<file path="config.mk">
export PLATFORM = sky130hd
export DESIGN_NAME = mprc_top
export DESIGN_NICKNAME = d
export VERILOG_FILES = /design/src/verilog/mprc_pkg.sv /design/src/verilog/mprc_top.sv
export SDC_FILE = /design/constraint.sdc
export NUM_CORES = 1
export LEC_CHECK = 0
export BUFFER_PORTS_ARGS = -buffer_cell sky130_fd_sc_hd__buf_4
export CAP_MARGIN = 20
export CORE_MARGIN = 3
export CORE_UTILIZATION = 50
export CTS_BUF_LIST = sky130_fd_sc_hd__clkbuf_8
export DETAILED_ROUTE_END_ITERATION = 12
export MAX_ROUTING_LAYER = met4
export PLACE_DENSITY = 0.78
export REMOVE_ABC_BUFFERS = 1
export SLEW_MARGIN = 20
export SYNTH_ARGS = -nofsm -noshare
export SYNTH_HDL_FRONTEND = slang
export SYNTH_SLANG_ARGS = --single-unit
</file>
<file path="constraint.sdc">
create_clock -name CLK_IN -period 10.6 [get_ports CLK_IN]
set_input_delay 0.53 -clock CLK_IN [delete_from_list [all_inputs] [get_ports CLK_IN]]
set_output_delay 0.53 -clock CLK_IN [all_outputs]
set_load 0.005 [all_outputs]
</file>
<file path="src/verilog/mprc_pkg.sv">
// package of constants for the maintenance panel run control
// Summary of operation
// - register set/clear buttons act in maintenance mode only when stopped and channels idle.
// - in maintenance mode Go is taken only with channels idle and no test cycle running.
// - entry with first accumulator: copy to instruction word, store, clear it, advance, stop.
// - entry with second accumulator: copy, store, advance counter, stop; accumulator kept.
// - test mode repeats clear 10us, wait 10us, Go 0.1us, run 120us, stop 10us.
// - extended test repeats both clears 5ms, wait 10us, Go 0.1us, run 30ms, stop 10us.
// - with step mode the opening clear of a test cycle becomes an equal plain wait.
// - dropping extended selection during test mode returns to normal cycle timing.
// - sweep with step: each Go shows the word at the counter, no execution, then stops.
// - sweep mode disables the manual entry sequence so storage is not overwritten.
// - sweep without step: Go sweeps storage continuously without executing anything.
// - advance inhibit holds the program counter; taken jumps still move it.
// - step mode after an internal clear: first Go fetches and stops before executing.
// - step mode: Go resolves indirect address and stops; next Go executes then stops.
// - step without prior clear: indirect resolves and stops, else executes and stops.
// - three selective jump switches feed jump opcode 75, changeable at any time.
// - three selective stop switches halt on stop opcode 76 in maintenance mode.
// - auto-load starts loading whether running or stopped, without maintenance mode.
// - manual interrupt enters a routine only when its mask bit and system are active.
// - external clear resets channels and equipment; internal clear resets computation logic.
// - Go runs the held instruction, or fetches from the counter after an internal clear.
// - Stop halts when the current instruction completes, then registers are shown.
package mprc_pkg;
	localparam int CLK_HZ = 10_000_000;
	localparam int NS_PER_S = 1_000_000_000;
	localparam int CLK_NS = NS_PER_S / CLK_HZ;
	// phase lengths in their printed units
	localparam int T_CLR_NORM_NS = 10_000;
	localparam int T_WAIT_NS = 10_000;
	localparam int T_GO_NS = 100;
	localparam int T_RUN_NORM_NS = 120_000;
	localparam int T_STOP_NS = 10_000;
	localparam int T_CLR_EXT_MS = 5;
	localparam int T_RUN_EXT_MS = 30;
	localparam int NS_PER_MS = 1_000_000;
	// cycle counts derived from them; ns times rounded up, ms times divided without rounding
	localparam int C_CLR_NORM = (T_CLR_NORM_NS + CLK_NS - 1) / CLK_NS;
	localparam int C_WAIT = (T_WAIT_NS + CLK_NS - 1) / CLK_NS;
	localparam int C_GO = (T_GO_NS + CLK_NS - 1) / CLK_NS;
	localparam int C_RUN_NORM = (T_RUN_NORM_NS + CLK_NS - 1) / CLK_NS;
	localparam int C_STOP = (T_STOP_NS + CLK_NS - 1) / CLK_NS;
	localparam int C_CLR_EXT = (T_CLR_EXT_MS * NS_PER_MS) / CLK_NS;
	localparam int C_RUN_EXT = (T_RUN_EXT_MS * NS_PER_MS) / CLK_NS;
	localparam int CNT_W = 20;
	localparam logic [5:0] OP_SEL_JUMP = 6'h3D;
	localparam logic [5:0] OP_SEL_STOP = 6'h3E;
	localparam logic [14:0] P_RESET = 15'h0000;
	localparam logic [47:0] WORD_RESET = 48'h0000_0000_0000;
	typedef enum logic [4:0] {
		TS_IDLE = 5'b00001,
		TS_CLEAR = 5'b00010,
		TS_WAIT = 5'b00100,
		TS_GO = 5'b01000,
		TS_RUN = 5'b10000
	} mprc_test_type;
	typedef enum logic [5:0] {
		RS_STOP = 6'b000001,
		RS_RUN = 6'b000010,
		RS_ENTRY = 6'b000100,
		RS_SWEEP = 6'b001000,
		RS_FETCH = 6'b010000,
		RS_STEP = 6'b100000
	} mprc_run_type;
endpackage

</file>
<file path="src/verilog/mprc_top.sv">
// run and step control of the maintenance panel
`timescale 1ns/1ns
module mprc_top #(
	parameter int CLR_EXT_CYC = mprc_pkg::C_CLR_EXT,
	parameter int RUN_EXT_CYC = mprc_pkg::C_RUN_EXT
) (
	input wire logic CLK_IN,
	input wire logic RESET_N_IN,
	// locking switches
	input wire logic MAINT_MODE_IN,
	input wire logic ENTRY_MODE_IN,
	input wire logic SEL_SECOND_ACC_IN,
	input wire logic TEST_MODE_IN,
	input wire logic EXT_TEST_IN,
	input wire logic SWEEP_MODE_IN,
	input wire logic INHIBIT_ADVANCE_IN,
	input wire logic STEP_MODE_IN,
	input wire logic [2:0] SEL_JUMP_IN,
	input wire logic [2:0] SEL_STOP_IN,
	input wire logic AUTO_LOAD_IN,
	// momentary buttons
	input wire logic GO_IN,
	input wire logic STOP_IN,
	input wire logic EXT_CLEAR_IN,
	input wire logic INT_CLEAR_IN,
	input wire logic MAN_INT_IN,
	input wire logic REG_SET_IN,
	input wire logic REG_CLEAR_IN,
	// processor status
	input wire logic CHANNEL_ACTIVE_IN,
	input wire logic INT_MASK_MANUAL_IN,
	input wire logic INT_SYSTEM_ACTIVE_IN,
	input wire logic INSTR_DONE_IN,
	input wire logic INDIRECT_IN,
	input wire logic PAIR_HALF_DONE_IN,
	input wire logic [5:0] OPCODE_IN,
	input wire logic JUMP_TAKEN_IN,
	input wire logic [14:0] JUMP_ADDR_IN,
	input wire logic [47:0] ACC_FIRST_IN,
	input wire logic [47:0] ACC_SECOND_IN,
	input wire logic [47:0] MEM_RDATA_IN,
	// outputs
	output logic RUNNING_OUT,
	output logic [14:0] PROG_COUNTER_OUT,
	output logic [47:0] INSTR_WORD_OUT,
	output logic MEM_WRITE_OUT,
	output logic MEM_READ_OUT,
	output logic [47:0] MEM_WDATA_OUT,
	output logic CLEAR_FIRST_ACC_OUT,
	output logic REG_EDIT_EN_OUT,
	output logic INT_MASTER_CLEAR_OUT,
	output logic EXT_MASTER_CLEAR_OUT,
	output logic EXECUTE_OUT,
	output logic RESOLVE_INDIRECT_OUT,
	output logic [2:0] SEL_JUMP_OUT,
	output logic SEL_STOP_HALT_OUT,
	output logic AUTO_LOAD_START_OUT,
	output logic MAN_INT_OUT,
	output logic DISPLAY_OUT
);
	// ----------------------------------------------------------------
	// input synchronisers
	// ----------------------------------------------------------------
	localparam int NSW = 22;
	logic [NSW-1:0] raw_in;
	logic [NSW-1:0] meta_q;
	logic [NSW-1:0] sync_q;
	logic [NSW-1:0] prev_q;
	assign raw_in = {MAN_INT_IN, REG_CLEAR_IN, REG_SET_IN, INT_CLEAR_IN, EXT_CLEAR_IN, STOP_IN,
		GO_IN, AUTO_LOAD_IN, SEL_STOP_IN, SEL_JUMP_IN, STEP_MODE_IN, INHIBIT_ADVANCE_IN,
		SWEEP_MODE_IN, EXT_TEST_IN, TEST_MODE_IN, SEL_SECOND_ACC_IN, ENTRY_MODE_IN,
		MAINT_MODE_IN};
	always_ff @(posedge CLK_IN or negedge RESET_N_IN) begin
		if (!RESET_N_IN) begin
			meta_q <= '0;
			sync_q <= '0;
			prev_q <= '0;
		end else begin
			meta_q <= raw_in;
			sync_q <= meta_q;
			prev_q <= sync_q;
		end
	end
	logic maint, entry, second_acc, test_sw, ext_sw, sweep, inhibit, step;
	logic [2:0] sel_jump, sel_stop;
	assign maint = sync_q[0];
	assign entry = sync_q[1];
	assign second_acc = sync_q[2];
	assign test_sw = sync_q[3];
	assign ext_sw = sync_q[4];
	assign sweep = sync_q[5];
	assign inhibit = sync_q[6];
	assign step = sync_q[7];
	assign sel_jump = sync_q[10:8];
	assign sel_stop = sync_q[13:11];
	// one pulse per press on rising edge of the synchronised level
	logic [NSW-1:0] rise;
	assign rise = sync_q & ~prev_q;
	logic auto_p, go_p, stop_p, ext_clr_p, int_clr_p, set_p, clr_p, int_p, test_rise;
	assign test_rise = rise[3];
	assign auto_p = rise[14];
	assign go_p = rise[15];
	assign stop_p = rise[16];
	assign ext_clr_p = rise[17];
	assign int_clr_p = rise[18];
	assign set_p = rise[19];
	assign clr_p = rise[20];
	assign int_p = rise[21];

	// ----------------------------------------------------------------
	// test cycle sequencer
	// ----------------------------------------------------------------
	mprc_pkg::mprc_test_type ts_q;
	logic [mprc_pkg::CNT_W-1:0] tcnt_q;
	logic ext_cycle_q;
	logic test_go, test_clear, test_ext_clear, test_running;
	logic [mprc_pkg::CNT_W-1:0] phase_len;
	assign test_running = (ts_q != mprc_pkg::TS_IDLE);
	always_comb begin
		unique case (ts_q)
			mprc_pkg::TS_CLEAR: phase_len = ext_cycle_q ? mprc_pkg::CNT_W'(CLR_EXT_CYC)
				: mprc_pkg::CNT_W'(mprc_pkg::C_CLR_NORM);
			mprc_pkg::TS_WAIT: phase_len = mprc_pkg::CNT_W'(mprc_pkg::C_WAIT);
			mprc_pkg::TS_GO: phase_len = mprc_pkg::CNT_W'(mprc_pkg::C_GO);
			mprc_pkg::TS_RUN: phase_len = ext_cycle_q ? mprc_pkg::CNT_W'(RUN_EXT_CYC)
				: mprc_pkg::CNT_W'(mprc_pkg::C_RUN_NORM);
			default: phase_len = mprc_pkg::CNT_W'(mprc_pkg::C_STOP);
		endcase
	end
	// extended timing latched when test mode is switched on, dropped when its switch drops
	always_ff @(posedge CLK_IN or negedge RESET_N_IN) begin
		if (!RESET_N_IN) begin
			ext_cycle_q <= 1'b0;
		end else if (test_rise) begin
			ext_cycle_q <= ext_sw;
		end else if (!ext_sw) begin
			ext_cycle_q <= 1'b0;
		end
	end
	logic stop_phase_q;
	always_ff @(posedge CLK_IN or negedge RESET_N_IN) begin
		if (!RESET_N_IN) begin
			ts_q <= mprc_pkg::TS_IDLE;
			tcnt_q <= '0;
			stop_phase_q <= 1'b0;
		end else if (!test_sw) begin
			ts_q <= mprc_pkg::TS_IDLE;
			tcnt_q <= '0;
			stop_phase_q <= 1'b0;
		end else if (ts_q == mprc_pkg::TS_IDLE) begin
			ts_q <= mprc_pkg::TS_CLEAR;
			tcnt_q <= '0;
		end else if (tcnt_q + 1'b1 >= phase_len) begin
			tcnt_q <= '0;
			unique case (ts_q)
				mprc_pkg::TS_CLEAR: ts_q <= mprc_pkg::TS_WAIT;
				mprc_pkg::TS_WAIT: begin
					if (stop_phase_q) begin
						stop_phase_q <= 1'b0;
						ts_q <= mprc_pkg::TS_CLEAR;
					end else begin
						ts_q <= mprc_pkg::TS_GO;
					end
				end
				mprc_pkg::TS_GO: ts_q <= mprc_pkg::TS_RUN;
				default: begin
					// stop phase reuses the wait state with the wait length
					ts_q <= mprc_pkg::TS_WAIT;
					stop_phase_q <= 1'b1;
				end
			endcase
		end else begin
			tcnt_q <= tcnt_q + 1'b1;
		end
	end
	// the stop phase is the wait state flagged; its length is the same 10us
	assign test_clear = (ts_q == mprc_pkg::TS_CLEAR) && !step;
	assign test_ext_clear = test_clear && ext_cycle_q;
	assign test_go = (ts_q == mprc_pkg::TS_GO) && (tcnt_q == '0);

	// ----------------------------------------------------------------
	// go / stop gating and clears
	// ----------------------------------------------------------------
	mprc_pkg::mprc_run_type rs_q;
	logic stopped, go_ok, int_clr_any, after_clear_q;
	assign stopped = (rs_q == mprc_pkg::RS_STOP);
	assign go_ok = go_p && !CHANNEL_ACTIVE_IN && !test_running && maint;
	assign int_clr_any = int_clr_p || test_clear;
	always_ff @(posedge CLK_IN or negedge RESET_N_IN) begin
		if (!RESET_N_IN) begin
			INT_MASTER_CLEAR_OUT <= 1'b0;
			EXT_MASTER_CLEAR_OUT <= 1'b0;
		end else begin
			INT_MASTER_CLEAR_OUT <= int_clr_any;
			EXT_MASTER_CLEAR_OUT <= ext_clr_p || test_ext_clear;
		end
	end
	always_ff @(posedge CLK_IN or negedge RESET_N_IN) begin
		if (!RESET_N_IN) begin
			after_clear_q <= 1'b0;
		end else if (int_clr_any) begin
			after_clear_q <= 1'b1;
		end else if (rs_q == mprc_pkg::RS_FETCH && !MEM_READ_OUT) begin
			after_clear_q <= 1'b0;
		end
	end

	// ----------------------------------------------------------------
	// run control
	// ----------------------------------------------------------------
	logic halt_stop_op, indirect_pending_q;
	// the opcode carries no switch designator, so any set stop switch arms the halt
	assign halt_stop_op = INSTR_DONE_IN && maint && (OPCODE_IN == mprc_pkg::OP_SEL_STOP)
		&& (sel_stop != 3'h0);
	// a stop press is held until the running instruction ends; the one-cycle pulse
	// would otherwise be lost between two completions
	logic stop_req_q;
	always_ff @(posedge CLK_IN or negedge RESET_N_IN) begin
		if (!RESET_N_IN) begin
			stop_req_q <= 1'b0;
		end else if (stop_p && !stopped) begin
			stop_req_q <= 1'b1;
		end else if (stopped) begin
			stop_req_q <= 1'b0;
		end
	end
	always_ff @(posedge CLK_IN or negedge RESET_N_IN) begin
		if (!RESET_N_IN) begin
			rs_q <= mprc_pkg::RS_STOP;
			PROG_COUNTER_OUT <= mprc_pkg::P_RESET;
			INSTR_WORD_OUT <= mprc_pkg::WORD_RESET;
			MEM_WRITE_OUT <= 1'b0;
			MEM_READ_OUT <= 1'b0;
			MEM_WDATA_OUT <= mprc_pkg::WORD_RESET;
			CLEAR_FIRST_ACC_OUT <= 1'b0;
			EXECUTE_OUT <= 1'b0;
			RESOLVE_INDIRECT_OUT <= 1'b0;
			indirect_pending_q <= 1'b0;
		end else begin
			MEM_WRITE_OUT <= 1'b0;
			MEM_READ_OUT <= 1'b0;
			CLEAR_FIRST_ACC_OUT <= 1'b0;
			RESOLVE_INDIRECT_OUT <= 1'b0;
			if (int_clr_any) begin
				rs_q <= mprc_pkg::RS_STOP;
				EXECUTE_OUT <= 1'b0;
				indirect_pending_q <= 1'b0;
				PROG_COUNTER_OUT <= mprc_pkg::P_RESET;
				INSTR_WORD_OUT <= mprc_pkg::WORD_RESET;
			end else begin
				// the counter steps only after the write, so the store lands at the old address
				if (MEM_WRITE_OUT) begin
					PROG_COUNTER_OUT <= PROG_COUNTER_OUT + 15'h0001;
				end
				unique case (rs_q)
					mprc_pkg::RS_STOP: begin
						if (go_ok || test_go) begin
							if (entry && !sweep) begin
								rs_q <= mprc_pkg::RS_ENTRY;
							end else if (sweep) begin
								rs_q <= mprc_pkg::RS_SWEEP;
							end else if (after_clear_q) begin
								rs_q <= mprc_pkg::RS_FETCH;
							end else if (step && INDIRECT_IN && !indirect_pending_q) begin
								RESOLVE_INDIRECT_OUT <= 1'b1;
								indirect_pending_q <= 1'b1;
							end else begin
								indirect_pending_q <= 1'b0;
								EXECUTE_OUT <= 1'b1;
								rs_q <= step ? mprc_pkg::RS_STEP : mprc_pkg::RS_RUN;
							end
						end
					end
					mprc_pkg::RS_ENTRY: begin
						INSTR_WORD_OUT <= second_acc ? ACC_SECOND_IN : ACC_FIRST_IN;
						MEM_WDATA_OUT <= second_acc ? ACC_SECOND_IN : ACC_FIRST_IN;
						MEM_WRITE_OUT <= 1'b1;
						CLEAR_FIRST_ACC_OUT <= !second_acc;
						rs_q <= mprc_pkg::RS_STOP;
					end
					mprc_pkg::RS_SWEEP: begin
						// read issued one cycle, data latched the next
						if (!MEM_READ_OUT) begin
							MEM_READ_OUT <= 1'b1;
						end else begin
							INSTR_WORD_OUT <= MEM_RDATA_IN;
							PROG_COUNTER_OUT <= PROG_COUNTER_OUT + 15'h0001;
							if (step || stop_p || stop_req_q || !sweep) begin
								rs_q <= mprc_pkg::RS_STOP;
							end
						end
					end
					mprc_pkg::RS_FETCH: begin
						if (!MEM_READ_OUT) begin
							MEM_READ_OUT <= 1'b1;
						end else begin
							INSTR_WORD_OUT <= MEM_RDATA_IN;
							if (step) begin
								rs_q <= mprc_pkg::RS_STOP;
							end else begin
								EXECUTE_OUT <= 1'b1;
								rs_q <= mprc_pkg::RS_RUN;
							end
						end
					end
					default: begin
						// RS_RUN and RS_STEP: the processor executes
						if (INSTR_DONE_IN) begin
							if (JUMP_TAKEN_IN) begin
								PROG_COUNTER_OUT <= JUMP_ADDR_IN;
							end else if (!inhibit && !PAIR_HALF_DONE_IN) begin
								PROG_COUNTER_OUT <= PROG_COUNTER_OUT + 15'h0001;
							end
							if ((rs_q == mprc_pkg::RS_STEP) || stop_p || stop_req_q || halt_stop_op
								|| (ts_q == mprc_pkg::TS_WAIT && stop_phase_q)) begin
								EXECUTE_OUT <= 1'b0;
								rs_q <= mprc_pkg::RS_STOP;
							end
						end
					end
				endcase
			end
		end
	end

	// ----------------------------------------------------------------
	// panel side effects and status
	// ----------------------------------------------------------------
	always_ff @(posedge CLK_IN or negedge RESET_N_IN) begin
		if (!RESET_N_IN) begin
			RUNNING_OUT <= 1'b0;
			REG_EDIT_EN_OUT <= 1'b0;
			SEL_JUMP_OUT <= 3'h0;
			SEL_STOP_HALT_OUT <= 1'b0;
			AUTO_LOAD_START_OUT <= 1'b0;
			MAN_INT_OUT <= 1'b0;
			DISPLAY_OUT <= 1'b0;
		end else begin
			RUNNING_OUT <= !stopped;
			REG_EDIT_EN_OUT <= maint && stopped && !CHANNEL_ACTIVE_IN
				&& (set_p || clr_p);
			SEL_JUMP_OUT <= sel_jump;
			SEL_STOP_HALT_OUT <= halt_stop_op;
			AUTO_LOAD_START_OUT <= auto_p;
			MAN_INT_OUT <= int_p && INT_MASK_MANUAL_IN && INT_SYSTEM_ACTIVE_IN;
			DISPLAY_OUT <= stopped;
		end
	end
endmodule // mprc_top

</file>
== Word level (Yosys, flattened, before mapping) ==
Cells that the tools add are included.

* Add/sub/neg operators: 2
* Order comparisons: 1
* Eq/ne operators: 32
* Mux-type cells: 77
* Bitwise logic cells: 3
* Reduce and logical (&&, ||, !) cells: 63

{| class="wikitable"
|+ Operators by type and width
! cell !! count
|-
| 2-to-1 mux 48 bit || 3
|-
| case mux 48 bit (2 select lines) || 1
|-
| 2-to-1 mux 15 bit || 6
|-
| 2-to-1 mux 6 bit || 12
|-
| 2-to-1 mux 20 bit || 3
|-
| case mux 19 bit (3 select lines) || 1
|-
| 2-to-1 mux 1 bit || 39
|-
| case mux 15 bit (2 select lines) || 1
|-
| case mux 6 bit (4 select lines) || 1
|-
| bitwise AND 22 bit || 1
|-
| inverter 22 bit || 1
|-
| logical AND 1 bit || 21
|-
| != test 3 bit, second input constant || 7
|-
| adder 20 x 1 -> 20 bit, second input constant || 1
|-
| >= comparator 20 bit || 1
|-
| logical NOT 20 bit || 1
|-
| 2-to-1 mux 19 bit || 1
|-
| 2-to-1 mux 16 bit || 1
|-
| adder 15 x 1 -> 15 bit, second input constant || 1
|-
| 2-to-1 mux 5 bit || 3
|-
| == test 6 bit, second input constant || 2
|-
| nonzero test 6 bit || 2
|-
| logical OR 1 bit || 11
|-
| logical NOT 1 bit || 10
|-
| 31 further kinds || 47
|}

* Register bits after elaboration: 229
* Input bits: 196
* Output and inout bits: 127
* Word-level logic and storage cells: 206

== Logic depth before layout (Yosys ltp) ==
* Depth after elaboration: 10
* Gate-level depth with buffers: 15
* Gate-level depth less buffers: 13

== Worst setup path after synthesis ==
OpenSTA, ideal clock, no wires.

* Kind: register to register
* Start point: register ts_q[1]
* End point: register ts_q[0]
* Setup time: 69 ps
* Arrival: 3439 ps
* Required time: 10531 ps
* Slack: 7092 ps
* Stages on the path, launching flop included: 16
* Path buffers: 3
* Clock period less this slack: 3508 ps
* Path through: dfrtp_1 > or3_1 > or3b_2 > clkbuf_1 > a21oi_1 > ha_1 > a21oi_1 > o21ai_0 > a221oi_1 > o211ai_1 > a2111oi_4 > nor2_2 > or2_1 > buf_6 > buf_6 > o21ai_2

* Word-level cells in the longest chain between the ends: 5
* Elaborated cells on any way between the ends: 12
* Classes of those cells: order compare: 1; eq/ne: 6; mux: 5

{| class="wikitable"
|+ Ends and longest elaborated chain
! element !! line !! source
|-
| start: declaration || mprc_top.sv:113 || <nowiki>mprc_pkg::mprc_test_type ts_q;</nowiki>
|-
| start signal: assignment || mprc_top.sv:143 || <nowiki>ts_q <= mprc_pkg::TS_IDLE;</nowiki>
|-
| start signal: assignment || mprc_top.sv:147 || <nowiki>ts_q <= mprc_pkg::TS_IDLE;</nowiki>
|-
| start signal: assignment || mprc_top.sv:151 || <nowiki>ts_q <= mprc_pkg::TS_CLEAR;</nowiki>
|-
| parallel branches: the longest is 5 deep, another holds >= comparator 20 bit || - ||
|}

Parallel ways; which one is timed is not known. The select of a mux whose other input is x is not followed.
A chain may end at the register's enable or synchronous reset.

== Worst setup path after layout ==
* Start point: register ts_q[1]
* End point: register tcnt_q[9] (netlist name)

* Word-level cells in the longest chain between the ends: 6
* Elaborated cells on any way between the ends: 9
* Classes of those cells: order compare: 1; eq/ne: 4; mux: 4

{| class="wikitable"
|+ Ends and longest elaborated chain
! element !! line !! source
|-
| == test 5 bit, or another cell as far along || mprc_top.sv:120 || <nowiki>unique case (ts_q)</nowiki>
|-
| case mux 19 bit (3 select lines) || mprc_top.sv:120 ||
|-
| >= comparator 20 bit || mprc_top.sv:153 || <nowiki>end else if (tcnt_q + 1'b1 >= phase_len) begin</nowiki>
|-
| 2-to-1 mux 20 bit || mprc_top.sv:153 ||
|-
| 2-to-1 mux 20 bit (*) || mprc_top.sv:150 || <nowiki>end else if (ts_q == mprc_pkg::TS_IDLE) begin</nowiki>
|-
| 2-to-1 mux 20 bit (*) || mprc_top.sv:146 || <nowiki>end else if (!test_sw) begin</nowiki>
|-
| end signal: assignment || mprc_top.sv:173 || <nowiki>tcnt_q <= tcnt_q + 1'b1;</nowiki>
|-
| end: declaration || mprc_top.sv:114 || <nowiki>logic [mprc_pkg::CNT_W-1:0] tcnt_q;</nowiki>
|}

Every way passes the cells marked *; elsewhere a longest branch is shown, timed or not.

==> out/qor.txt <==
outcome - complete, no violations
# rows - 52
synth warn - 0
Layout area overhead - 31.9%
vias per cell - 5.50
Max Slew Vio Count - 0
FF-to-FF Start - ts_q[1]
Port Buffers - 322
clock root cell - clkbuf_8
Fill cells - 1685
EDFF count, synth - 0
clock sink count - 216
Max Cap Viol - 0
count of state elements after synthesis - 216
DRT iter0 DRCs - 579
simple-gate share of the synthesized area - 17.2%
GP Congestion - 0.885
multi-input logic area - 4660 sq um
vias - 9135
initial antenna violation count - 3
worst-path fanout max - 18
Synth Area in Adders - 1.92%
# Post-CTS Setup Buffers - 0
DR WL/cell - 18.2 um
Worst-Skew Late Latency - 540 ps
ys flop type - dfrtp_1
final hold vios - 0
post-CTS resize count - 0
clock buffer depth - 3
FMAX - 258 MHz
# hold bufs at CTS - 0
Worst Setup SP - ts_q[1]
post-synthesis compound-gate area fraction - 16.1%
CTS tree - yes
TNS Setup - 0 ps
drt drc - 0
Core ar. - 20400 sq um
total power - 3020 uW
Die ar. - 22600 sq um
Worst path slowest cell - or2_1
cell chain of the critical path - or3_1 -> or3b_2 -> a21oi_1 -> ha_1 -> a21oi_1 -> o21ai_0 -> a221oi_1 -> o211ai_1 -> a2111oi_4 -> nor2_2 -> or2_1 -> nor2b_1
largest family of logic cells by synthesized area - simple AND/OR/NAND/NOR gates
PD cells - 220 nW/um^2
Slew HR - 28.4%
vias in the first global route - 8868
RSZ-0062 raised after global routing - no
leakage power - 0.00654 uW
Initial Util - 51.1%
startpoint types - flip-flop
xor-xnor portion of the synthesized cell area - 3.53%
die width - 150 um
Total GRT Usage - 26.6%
Netlist cell types - 72
asr flop ratio synth - 100%
Final Skew - 26.5 ps
period utilisation layout - 36.6%
Die Span Y - 150 um
Ports - 323
Register Area - 5410 sq um
first-pass GRT wire length - 46100 um
fraction of final layout cells sized beyond drive strength 1 - 30.1%
arrival time worst endpoint - 4330 ps
nets - 1573
critical path's largest stage delay - 540 ps
Period minus WS final - 3880 ps
DRT Wirelength - 30300 um
# setup viols final - 0
mux share of post-synthesis cell area - 5.73%
Util after Layout - 67.4%
H-Tree Depth - 2
Clk pin slew, worst setup/hold paths - 60 ps
Routed Antenna Nets - 0
most used cell, CP - a21oi_1
Detailed Routing Iterations Pass 1 - 5
Mean Syn Cell Area - 9.75 sq um
Critical Path RT - 11040 ps
largest net degree at the start of global routing - 99
Worst Tran Pin Value - 1070 ps
critical path class - flip-flop to flip-flop
CTS Buf Count - 38
DP HPWL - 21600 um
sequential area share after synthesis - 52.0%
Synth Cell Area - 10400 sq um
worst hold path class - primary input to asynchronous set/reset pin
total gr overflow - 0
CP endpoint kind - flip-flop
Peak VDD IR - 0.118 mV
Synth Instances - 1068
==> state kept, by name, indices dropped and copies added, names as in the netlist, 2 cells and up <==
name,count
INSTR_WORD_OUT,48
tcnt_q,20
meta_q,22
PROG_COUNTER_OUT,15
ts_q,5
prev_q,10
rs_q,6
MEM_WDATA_OUT,48
SEL_JUMP_OUT,2
sync_q,22
==> synthesized netlist by cell type, types with 16 or more instances <==
cell type    n  share of area [%]
dfrtp_1    214                 51
o211ai_1    51                3.7
clkbuf_1    62                2.2
mux2i_1     54                5.2
ha_1        16                1.9
nand3_1     26                1.3
xor2_1      27                2.3
nor2_1     100                3.6
nand2_1    143                5.2
a21oi_1     82                3.9
inv_1       17               0.61
o21ai_0     73                3.5
==> worst paths after layout <==
kind / slack (ps) / depth (start not counted) / to
min in group CLK_IN: 90 / 1 / meta_q[2]
max reg2reg: 6720 / 12 / tcnt_q[9]
min reg2reg: 350 / 0 / prev_q[10]
min: 30 / 1 / tcnt_q[9]
max: 6720 / 12 / tcnt_q[9]
max in group asynchronous: 9210 / 2 / sync_q[2]
==> cell type report <==
type / count / area share (%)
timing repair buffer: 327 / 17.9
tap: 270 / 2.46
sequential: 216 / 39.4
clock inverter: 19 / 0.939
antenna: 3 / 0.0547
multi-input combinational: 761 / 33.9
clock buffer: 48 / 4.81
inverter: 17 / 0.465
==> worst max-delay path, delay by kind of cell (launching register included) <==
kind                     cells  cell delay [ps]
AO/OA/AOI/OAI                6             1280
adder cells (fa/ha/maj)      1              260
flip-flops                   1              420
AND/OR/NAND/NOR              5             1830
==> cells by family (layout without fill, tap and decap cells) <==
logic type / count (synthesis) / after routing
adders and majority gates: 16 / 16
DFF: 216 / 216
muxes: 59 / 59
and+or+nand+nor: 375 / 375
other: 1 / 4
xor gates and xnor gates: 42 / 42
AOI/OAI and AO/OA: 268 / 268
buffers and inverters: 91 / 411
==> metrics by stage <==
| stage | hold slack (ps) | cell area, sq um | setup slack (ps) | std cells |
|---|---|---|---|---|
| 4_1_cts | 20.8 | 13700 | 6710 | 1658 |
| 3_3_place_gp | 331 | 12900 | 6860 | 1591 |
| 2_1_floorplan | 234 | 10100 | 4790 | 994 |
| 6_report | 30.8 | 13700 | 6720 | 1661 |
| 5_1_grt | 55.2 | 13700 | 6470 | 1661 |
| 3_5_place_dp | 336 | 12900 | 6730 | 1591 |
==> power breakdown <==
| group | switching [uW] | internal, uW | total, uW |
|---|---|---|---|
| clock | 345 | 436 | 782 |
| combinational | 534 | 503 | 1040 |
| sequential | 167 | 1030 | 1200 |
==> per-layer routing <==
metal	GRT usage [%]	share of wire (%)
met5	-	0
met4	10.7	3.4
met1	33.1	39
met3	6.29	7.9
met2	42.1	50
==> cells in the final DEF (no fill, tap or decap), types with 26 or more instances in the layout <==
cell      netlist  layout
a21oi_1        82      81
buf_4           3     326
clkbuf_8        0      48
dfrtp_1       214     213
inv_1          17      26
mux2i_1        54      54
nand2_1       143     142
nand3_1        26      26
nor2_1        100     100
o211ai_1       51      51
o21ai_0        73      72
xor2_1         27      27
Note: power is estimated with default switching activity, not from simulation.
